==> src/adc_port_defines.vh <==
// constants for the two-channel converter serial port
`ifndef ADC_PORT_DEFINES_VH
`define ADC_PORT_DEFINES_VH
`define WORD_BITS        16
`define CNT_W            5
`define RES12_BITS       12
`define RES10_BITS       10
`define HDR_BITS         4
`define CHSEL_POS        13
`define WORD_LAST        5'h10
`define CNT_ZERO         5'h00
`define CNT_ONE          5'h01
`define MODE_NORMAL      1'b0
`define FIFO_DEPTH       16
`define FIFO_AW          4
`define ST_IDLE          2'h0
`define ST_CONV          2'h1
`define ST_DONE          2'h2
`endif

==> src/adc_serial_port.v <==
// serial port and conversion control of a two-channel converter
// Functional notes
// - output bits shift on serial clock falling edge
// - twelve-bit word: 00, channel, mode, result
// - ten-bit word: header, result, two zeros
// - low chip select starts and frames conversion
// - serial clock alone paces the conversion
// - input line captured on falling clock edges
// - third msb of input selects channel
// - track-and-hold returns to track at end
// - fourth msb reports the mode, always normal (0)
// - results are straight unsigned binary codes
// - one sixteen-bit word per frame
`timescale 1ns/1ns
`include "adc_port_defines.vh"
module adc_serial_port #(
	parameter RES_BITS = `RES12_BITS
) (
	input  wire                CLK_SYS,
	input  wire                RESET,
	input  wire                CS_N,
	input  wire                SCLK,
	input  wire                SDI,
	output reg                 SDO,
	input  wire [RES_BITS-1:0] RESULT_DATA,
	input  wire                RESULT_VALID,
	output reg                 RESULT_READY,
	output reg                 CHAN_SEL,
	output reg                 TRACK,
	output reg                 CONV_STROBE
);
	localparam PAD_BITS = `WORD_BITS - `HDR_BITS - RES_BITS;
	localparam FW       = RES_BITS + 1;

	// ------------------------------------------------------------
	// pin synchronisers
	// ------------------------------------------------------------
	reg  [1:0] cs_sync_q;
	reg  [1:0] sclk_sync_q;
	reg  [1:0] sdi_sync_q;
	reg        sclk_prev_q;
	reg        cs_prev_q;
	wire       cs_n_s;
	wire       sclk_fall;
	wire       frame_start;
	assign cs_n_s      = cs_sync_q[1];
	assign sclk_fall   = sclk_prev_q & ~sclk_sync_q[1];
	assign frame_start = cs_prev_q & ~cs_n_s;
	always @(posedge CLK_SYS or posedge RESET) begin
		if (RESET) begin
			cs_sync_q   <= 2'h3;
			sclk_sync_q <= 2'h3;
			sdi_sync_q  <= 2'h0;
			sclk_prev_q <= 1'b1;
			cs_prev_q   <= 1'b1;
		end else begin
			cs_sync_q   <= {cs_sync_q[0], CS_N};
			sclk_sync_q <= {sclk_sync_q[0], SCLK};
			sdi_sync_q  <= {sdi_sync_q[0], SDI};
			sclk_prev_q <= sclk_sync_q[1];
			cs_prev_q   <= cs_n_s;
		end
	end

	// ------------------------------------------------------------
	// result buffer between converter core and shifter
	// ------------------------------------------------------------
	wire [FW-1:0] fifo_out;
	wire          fifo_valid;
	wire          fifo_in_ready;
	reg           fifo_pop;
	reg           chan_q;
	result_fifo #(
		.WIDTH (FW),
		.DEPTH (`FIFO_DEPTH),
		.AW    (`FIFO_AW)
	) u_fifo (
		.clk       (CLK_SYS),
		.rst       (RESET),
		.in_data   ({chan_q, RESULT_DATA}),
		.in_valid  (RESULT_VALID),
		.in_ready  (fifo_in_ready),
		.out_data  (fifo_out),
		.out_valid (fifo_valid),
		.out_ready (fifo_pop)
	);

	// ------------------------------------------------------------
	// frame control
	// ------------------------------------------------------------
	reg [1:0]            state_q;
	reg [`CNT_W-1:0]     cnt_q;
	reg [`WORD_BITS-1:0] shift_q;
	reg [`WORD_BITS-1:0] din_q;
	wire                 word_done;
	assign word_done = sclk_fall && (cnt_q == `WORD_LAST - `CNT_ONE);

	always @(posedge CLK_SYS or posedge RESET) begin
		if (RESET) begin
			state_q      <= `ST_IDLE;
			cnt_q        <= `CNT_ZERO;
			shift_q      <= {`WORD_BITS{1'b0}};
			din_q        <= {`WORD_BITS{1'b0}};
			SDO          <= 1'b0;
			CHAN_SEL     <= 1'b0;
			chan_q       <= 1'b0;
			TRACK        <= 1'b1;
			CONV_STROBE  <= 1'b0;
			RESULT_READY <= 1'b0;
			fifo_pop     <= 1'b0;
		end else begin
			CONV_STROBE  <= 1'b0;
			fifo_pop     <= 1'b0;
			RESULT_READY <= fifo_in_ready;
			if (cs_n_s && state_q != `ST_IDLE) begin
				state_q <= `ST_IDLE;
				TRACK   <= 1'b1;
				SDO     <= 1'b0;
			end else begin
				case (state_q)
				`ST_IDLE: begin
					if (frame_start) begin
						state_q     <= `ST_CONV;
						TRACK       <= 1'b0;
						CONV_STROBE <= 1'b1;
						cnt_q       <= `CNT_ZERO;
						SDO         <= 1'b0;
						// header and result fixed at frame start, msb first
						if (fifo_valid) begin
							fifo_pop <= 1'b1;
							shift_q  <= {2'b00, fifo_out[FW-1], `MODE_NORMAL,
								fifo_out[RES_BITS-1:0], {PAD_BITS{1'b0}}};
						end else begin
							shift_q  <= {2'b00, chan_q, `MODE_NORMAL,
								{RES_BITS{1'b0}}, {PAD_BITS{1'b0}}};
						end
					end
				end
				`ST_CONV: begin
					if (sclk_fall) begin
						SDO     <= shift_q[`WORD_BITS-1];
						shift_q <= {shift_q[`WORD_BITS-2:0], 1'b0};
						din_q   <= {din_q[`WORD_BITS-2:0], sdi_sync_q[1]};
						cnt_q   <= cnt_q + `CNT_ONE;
						if (cnt_q == `WORD_BITS - 1 - `CHSEL_POS) begin
							CHAN_SEL <= sdi_sync_q[1];
							chan_q   <= sdi_sync_q[1];
						end
					end
					if (word_done) begin
						state_q <= `ST_DONE;
						TRACK   <= 1'b1;
					end
				end
				`ST_DONE: begin
					// extra clocks in the frame shift out zeros
					if (sclk_fall)
						SDO <= 1'b0;
				end
				default: begin
					state_q <= `ST_IDLE;
				end
				endcase
			end
		end
	end
endmodule // adc_serial_port

==> src/result_fifo.v <==
// parameterised valid/ready fifo for conversion results
`timescale 1ns/1ns
`include "adc_port_defines.vh"
module result_fifo #(
	parameter WIDTH = 13,
	parameter DEPTH = `FIFO_DEPTH,
	parameter AW    = `FIFO_AW
) (
	input  wire             clk,
	input  wire             rst,
	input  wire [WIDTH-1:0] in_data,
	input  wire             in_valid,
	output wire             in_ready,
	output wire [WIDTH-1:0] out_data,
	output wire             out_valid,
	input  wire             out_ready
);
	reg [WIDTH-1:0] mem [0:DEPTH-1];
	reg [AW:0]      wr_q;
	reg [AW:0]      rd_q;
	wire            full;
	wire            empty;
	assign empty     = (wr_q == rd_q);
	assign full      = (wr_q[AW-1:0] == rd_q[AW-1:0]) && (wr_q[AW] != rd_q[AW]);
	assign in_ready  = ~full;
	assign out_valid = ~empty;
	assign out_data  = mem[rd_q[AW-1:0]];
	always @(posedge clk) begin
		if (in_valid && !full)
			mem[wr_q[AW-1:0]] <= in_data;
	end
	always @(posedge clk or posedge rst) begin
		if (rst) begin
			wr_q <= {(AW+1){1'b0}};
			rd_q <= {(AW+1){1'b0}};
		end else begin
			if (in_valid && !full)
				wr_q <= wr_q + 1'b1;
			if (out_ready && !empty)
				rd_q <= rd_q + 1'b1;
		end
	end
endmodule // result_fifo
==> config.mk <==
export PLATFORM = sky130hd
export DESIGN_NAME = adc_serial_port
export DESIGN_NICKNAME = d
export VERILOG_FILES = /design/src/adc_serial_port.v /design/src/result_fifo.v
export VERILOG_INCLUDE_DIRS = /design/src
export SDC_FILE = /design/constraint.sdc
export NUM_CORES = 1
export LEC_CHECK = 0
export BUFFER_PORTS_ARGS = -buffer_cell sky130_fd_sc_hd__buf_2
export CAP_MARGIN = 5
export CORE_ASPECT_RATIO = 1.4
export CORE_MARGIN = 2
export CORE_UTILIZATION = 30
export CTS_CLUSTER_DIAMETER = 100
export DETAILED_ROUTE_END_ITERATION = 16
export GPL_ROUTABILITY_DRIVEN = 0
export GPL_TIMING_DRIVEN = 0
export MAX_ROUTING_LAYER = met4
export SLEW_MARGIN = 20
export SYNTH_ARGS = -nofsm -noshare
export SYNTH_HDL_FRONTEND = slang
export SYNTH_SLANG_ARGS = --single-unit
==> constraint.sdc <==
create_clock -name CLK_SYS -period 3.7 [get_ports CLK_SYS]
set_input_delay 0.37 -clock CLK_SYS [delete_from_list [all_inputs] [get_ports CLK_SYS]]
set_output_delay 0.37 -clock CLK_SYS [all_outputs]
set_load 0.005 [all_outputs]
==> impl_metrics.csv, run 1 <==
group,metric,value,unit
timing,slew_headroom,39.6,%
yosys,synth_area_leader_cell,"edfxtp_1",
grt,grt_max_degree,27,
clocking,cts_resized,0,
setup_path,cp_slowest_cell,"clkbuf_1",
finish,final_layout_size_suffix_gt1_share,25.1,%
routing,postRouteAntennaNets,0,
setup_path,cp-end-kind,"flip-flop",
power_and_ir_drop,p_sw,2460,uW
grt,grt_pass1_wl,32.3,mm
setup_path,worstPathArrival,3.02,ns
setup_path,timing.critical_path.buf_inv,3,
grt,grt_pass1_vias,5241,
power_and_ir_drop,p_sw_share,29.0,%
placement,dp.cells,1006,
timing,setup_viol,0,
power_and_ir_drop,p_seq_share,42.9,%
routing,post-route-drc-count,0,
finish,fillers,3172,
yosys,synth_edf_count,208,
setup_path,r2r_start,"u_fifo.rd_q[1]$_DFFE_PP0P_",
timing,min_period_over_period,71.3,%
clocking,clkTransAtPathRegs,0.06,ns
die,die_width,159,um
grt,grt.overflow.total,0,
die,core_area,0.0332,mm^2
grt,antenna_found_initial,0,
placement,dpl_cell_area,0.0108,mm^2
routing,wl,21.1,mm
yosys,yosysTopAreaCellShare,61.9,%
setup_path,worstPathMaxFanout,10,
clocking,clock_latency,0.53,ns
yosys,seq_area_frac_synth,73.7,%
placement,portBuffers,22,
setup_path,worstSetupStartpointType,"flip-flop",
yosys,synth_ff_type,"edfxtp_1",
die,rows,79,
power_and_ir_drop,powerDensity,725,mW/mm^2
setup_path,required,4.09,ns
power_and_ir_drop,p_clk_share,29.9,%
clocking,cts_setup_buffers,0,
timing,hold_violations,0,
power_and_ir_drop,intPower,6020,uW
clocking,ctsRootBufferMaster,"clkbuf_16",
timing,fmax,0.379,GHz
routing,vias_per_cell,4.71,
timing,worstMarginPinSlew,0.907,ns
yosys,synth.area.top_cells,"edfxtp_1 (62%), mux4_2 (12%), dfrtp_1 (9.9%)",
timing,period_minus_slack,2.64,ns
grt,grt_usage,12.5,%
die,dieArea,0.0351,mm^2
finish,stdcell_count,1058,
job,cap_violations,0,
timing,rsz0062_at_grt,"false",
routing,wl_per_cell,20.0,um
power_and_ir_drop,peakVddDrop,0.313,mV
yosys,async_flop_share,18.4,%
yosys,synth.avg_cell_area,18.9,um^2
finish,final_nets,619,
power_and_ir_drop,combPwrFrac,27.2,%
clocking,cts_max_level,1,
setup_path,crit_chain,"buf_4 -> buf_2 -> clkbuf_1 -> mux2_2 -> o21ai_0 -> o221ai_1",
clocking,cts_tree,"done",
die,start_util,30.4,%
yosys,synth.ff_latch_count,255,
routing,drt_iter0_markers,363,
yosys,syn_inst,535,
finish,final_area,0.0117,mm^2
routing,drt_pass1_iterations,5,
setup_path,crit_start,"u_fifo.rd_q[1]$_DFFE_PP0P_",
placement,hpwl,13.6,mm
run_status,outcome,"complete, no violations",
yosys,synth_fp_nets,561,
hold_path,hp-start,"RESULT_VALID",
finish,area_delta_synth_final,15.9,%
setup_path,cp_slowest_stage_delay,0.61,ns
setup_path,cpLargestDelayFamily,"buffers and inverters",
timing,drv_slew,0,
clocking,cts_made_buffers,26,
clocking,clock-sinks,255,
die,die_y,221,um
yosys,synthDistinctLibCells,39,
hold_path,min_path_type,"input pin to flip-flop",
timing,skew,0.0175,ns
finish,diodes,0,
yosys,syn_area,0.0101,mm^2
power_and_ir_drop,p_leak,0.00394,uW
routing,vias,4988,
die,io_pins,23,
yosys,ys_warn_count,0,
clocking,clockBufferDepth,3,
setup_path,crit_type,"flip-flop to flip-flop",
area by class of cell:
cell class / instances / area (um^2) / share of cell area, %
buffer: 31 / 139 / 1.19
clock buffer: 37 / 723 / 6.18
clock inverter: 11 / 109 / 0.931
inverter: 10 / 37.5 / 0.321
multi-input combinational: 239 / 2490 / 21.3
sequential: 255 / 7430 / 63.5
tap: 445 / 557 / 4.76
timing repair buffer: 30 / 208 / 1.78
power by group through the flow:
stage               registers [uW]  logic (uW)  clock network, uW
floorplan                     3650        1630                  0
CTS                           3640        2370               2590
global route                  3670        2500               2720
global placement              3690        2330                  0
finish                        3640        2310               2540
detailed placement            3700        2360                  0
cell usage after synthesis (all sizes together), types with 2 or more instances:
| cell type | n |
|---|---|
| clkbuf | 15 |
| nor2b | 7 |
| nor3 | 3 |
| mux4 | 53 |
| mux2i | 4 |
| a21oi | 2 |
| xnor2 | 13 |
| o211ai | 5 |
| and3 | 17 |
| o221ai | 11 |
| o31ai | 3 |
| nand3b | 2 |
| ha | 8 |
| mux2 | 14 |
| edfxtp | 208 |
| dfrtp | 40 |
| a211o | 2 |
| o22a | 11 |
| xor2 | 3 |
| nor3b | 2 |
| o21ai | 18 |
| nand2b | 4 |
| nor2 | 8 |
| nand2 | 37 |
| nand3 | 2 |
| dfstp | 7 |
| o22ai | 2 |
| buf | 16 |
| inv | 10 |
path summary, 6_finish.rpt:
path / end / slack [ns] / cells after the start
min: u_fifo.wr_q[3]$_DFFE_PP0P_ / 0.19 / 3
max in group asynchronous: sclk_prev_q$_DFF_PP1_ / 2.70 / 4
max: shift_q[5]$_DFFE_PP0P_ / 1.06 / 6
max reg2reg: shift_q[5]$_DFFE_PP0P_ / 1.06 / 6
min reg2reg: sdi_sync_q[1]$_DFF_PP0_ / 0.36 / 0
min in group asynchronous: cnt_q[3]$_DFFE_PP0P_ / 0.42 / 3
cells by family after synthesis:
group	Yosys count	synth area share (%)
fa+ha+maj	8	0.992
compound gates	58	4.11
flops	255	73.7
mux	71	13.8
simple gates	86	4.32
buf+inv	41	1.75
xor+xnor	16	1.39
through the flow:
stage	setup WS (ns)	setup TNS, ns	utilization, %	total power, uW	hold slack [ns]
final	1.06	0	35.2	8480	0.186
after global routing	0.810	0	35.2	8900	0.186
after CTS	1.01	0	35.2	8600	0.171
after detailed placement	1.02	0	32.6	6060	0.348
after global placement	-0.00500	-0.0563	32.4	6010	0.338
after floorplan	1.21	0	-	5290	0.331
worst register-to-register path: cells and delay by family (launching register included):
family / cells / cell delay [ns]
buf+inv: 3 / 1.19
flops: 1 / 0.36
mux: 1 / 0.46
compound gates: 2 / 0.51
state kept, by name, indices dropped and copies added (netlist names), 2 cells and up:
| name | flops |
|---|---|
| u_fifo.rd_q | 5 |
| shift_q | 16 |
| u_fifo.wr_q | 5 |
| sdi_sync_q | 2 |
| state_q | 2 |
| cs_sync_q | 2 |
| sclk_sync_q | 2 |
| u_fifo.mem | 208 |
| cnt_q | 5 |
cell usage in the layout, fill, tap and decap left out, drive strengths merged, types with 3 or more instances in the layout:
cell	Yosys	layout
o211ai	5	5
buf	16	42
xnor2	13	13
nor2b	7	7
o21ai	18	18
clkbuf	15	52
nor3	3	3
nand2	37	37
dfstp	7	7
ha	8	8
clkinv	0	5
nand2b	4	4
dlygate4sd3	0	4
mux4	53	53
clkinvlp	0	3
mux2	14	14
mux2i	4	4
o22a	11	11
inv	10	11
xor2	3	3
nor2	8	8
and3	17	17
o31ai	3	3
edfxtp	208	208
dfrtp	40	40
o221ai	11	11
per-layer routing:
| layer | vias up | global-route usage (%) | share of wire (%) |
|---|---|---|---|
| li1 | 2250 | - | - |
| met1 | 2601 | 15.1 | 42 |
| met2 | 102 | 21.4 | 52 |
| met3 | 35 | 1.59 | 3.3 |
| met4 | 0 | 4.72 | 3.4 |
| met5 | - | - | 0 |
timing repair:
item | in CTS | in global routing
hold buffers | 4 | 0
setup endpoints to repair | 0 | 0
hold endpoints to repair | 18 | 0
Power figures use the tool's default switching activity.
==> run 2, diff against run 1 <==
Clock period 3.7 ns to 2.4 ns, I/O delays scaled along.
==> run 2 against run 1 <==
Sequential cell count is the same. Via count grew 0.20%. Final cell count is essentially flat. Final area grew 0.55%. Non-clock buffer count grew 1. Worst setup slack lost 0.94 ns. Hold slack lost 0.13 ns. Clock skew shrank 0.0018 ns. Utilization grew 0.19 points. Die area is the same. Global-route usage grew 0.052 points. Largest power group unchanged.
==> impl_metrics.csv, run 2 (same netlist as run 1, synthesis figures left out) <==
group,metric,value,unit
run_status,outcome,"complete, no violations",
placement,hpwl,13.2,mm
routing,drt_pass1_iterations,5,
routing,vias,4998,
hold_path,min_path_type,"input pin to flip-flop",
die,rows,79,
setup_path,timing.rr.end,"shift_q[5]$_DFFE_PP0P_",
timing,setup_ws,0.124,ns
power_and_ir_drop,peakVddDrop,0.505,mV
timing,worstMarginPinSlew,0.784,ns
setup_path,worstPathMaxFanout,10,
job,cap_violations,0,
routing,wl,21.2,mm
routing,vias_per_cell,4.73,
clocking,cts_made_buffers,27,
timing,fmax,0.439,GHz
routing,wl_per_cell,20.1,um
grt,grt_usage,12.5,%
timing,slew_headroom,47.8,%
timing,min_period_over_period,94.8,%
clocking,clockBufferDepth,3,
timing,drv_slew,0,
clocking,ctsRootBufferMaster,"clkbuf_16",
placement,portBuffers,22,
die,io_pins,23,
finish,area_delta_synth_final,16.6,%
setup_path,worstSetupStartpointType,"flip-flop",
grt,grt_pass1_wl,32.5,mm
placement,dpl_cell_area,0.0108,mm^2
timing,period_minus_slack,2.28,ns
timing,tns,0,ns
finish,fillers,3175,
power_and_ir_drop,p_leak,0.00393,uW
finish,diodes,0,
setup_path,crit_type,"flip-flop to flip-flop",
timing,hold_violations,0,
finish,largest_register_ffs,208,
clocking,cts_max_level,1,
routing,postRouteAntennaNets,0,
setup_path,r2r_start,"u_fifo.rd_q[2]$_DFFE_PP0P_",
finish,final_layout_size_suffix_gt1_share,27.8,%
finish,final_common_cell,"edfxtp_1",
setup_path,r2r_slack,0.12,ns
timing,rsz0062_at_grt,"false",
finish,final_area,0.0118,mm^2
clocking,clock_latency,0.53,ns
die,die_y,221,um
clocking,clkTransAtPathRegs,0.06,ns
power_and_ir_drop,powerDensity,1110,mW/mm^2
routing,drt_iter0_markers,367,
die,core_area,0.0332,mm^2
placement,place_ws,-0.261,ns
finish,layout_common_cells,"edfxtp_1 (208), mux4_2 (53), dfrtp_1 (40)",
finish,stdcell_count,1057,
die,die_width,159,um
placement,dp.cells,1005,
finish,final_nets,621,
clocking,cts_tree,"done",
timing,setup_viol,0,
setup_path,cp-end-kind,"flip-flop",
clocking,clock-sinks,255,
setup_path,worstPathArrival,2.66,ns
grt,grt.overflow.total,0,
setup_path,crit_start,"u_fifo.rd_q[2]$_DFFE_PP0P_",
timing,skew,0.0157,ns
grt,grt_max_degree,25,
setup_path,required,2.78,ns
grt,grt_pass1_vias,5316,
routing,post-route-drc-count,0,
die,dieArea,0.0351,mm^2
setup_path,rr_worst_depth,6,
grt,antenna_found_initial,0,
setup_path,crit_end,"shift_q[5]$_DFFE_PP0P_",
die,start_util,30.4,%
run 2: cell types whose count changed in the layout (fill, tap and decap cells not counted), sizes merged:
cell,change
clkinvlp,-2
bufinv,-1
buf,-1
clkinv,+9
clkbuf,-6
run 2: cell type report:
class	count	area [um^2]	share of cell area (%)
sequential	255	7430	63.2
multi-input combinational	239	2550	21.7
clock buffer	29	683	5.81
tap	445	557	4.74
timing repair buffer	33	248	2.11
buffer	29	146	1.24
clock inverter	17	103	0.873
inverter	10	41.3	0.351
run 2: worst min-delay path by stage:
| stage | slack (ns) | to | start | cells past startpoint |
|---|---|---|---|---|
| 2_1_floorplan | 0.24 | cs_sync_q[0]$_DFF_PP1_ | CS_N | 0 |
| 3_5_place_dp | 0.32 | u_fifo.rd_q[2]$_DFFE_PP0P_ | RESET | 2 |
| 4_1_cts | 0.03 | u_fifo.wr_q[3]$_DFFE_PP0P_ | RESULT_VALID | 3 |
| 6_report | 0.05 | u_fifo.wr_q[3]$_DFFE_PP0P_ | RESULT_VALID | 3 |
| 3_3_place_gp | 0.35 | sdi_sync_q[1]$_DFF_PP0_ | sdi_sync_q[0]$_DFF_PP0_ | 0 |
| 5_1_grt | 0.05 | u_fifo.wr_q[3]$_DFFE_PP0P_ | RESULT_VALID | 3 |
run 2: timing repair:
action                                  4_1_cts  5_1_grt
gates cloned                                  0        0
endpoints found under the hold margin        19        0
buffers inserted                              3        1
endpoints found under the setup margin      143      188
hold buffers                                  4        0
pin swaps                                     2        0
resized for setup                            12       24
run 2: routing by layer:
metal  vias up  wire (um)  global-route usage (%)
met4         0        572                    4.31
met5         -          0                       -
met1      2605       8610                    14.7
met2       107      11300                    22.1
met3        36        730                    1.89
li1       2250          -                       -
run 2: stage by stage:
stage               utilization (%)  hold WS [ns]  power, uW
global route                   35.4        0.0518      13700
floorplan                         -         0.244       8150
finish                         35.4        0.0531      13000
CTS                            35.2        0.0272      13200
detailed placement             32.6         0.324       9330
global placement               32.4         0.346       9270
run 2: critical path, cell delays in order, from the launching register on:
cell and delay (ns):
dfrtp_1 0.37, buf_2 0.26, clkbuf_4 0.31, mux4_2 0.33, mux2_2 0.31, o21ai_0 0.38, o221ai_1 0.17
run 2: power breakdown:
part	leakage (uW)	switching (uW)	total (uW)	internal (uW)
registers	0.00246	265	5650	5390
logic	0.00109	1980	3630	1650
clock network	0.000385	1610	3750	2140
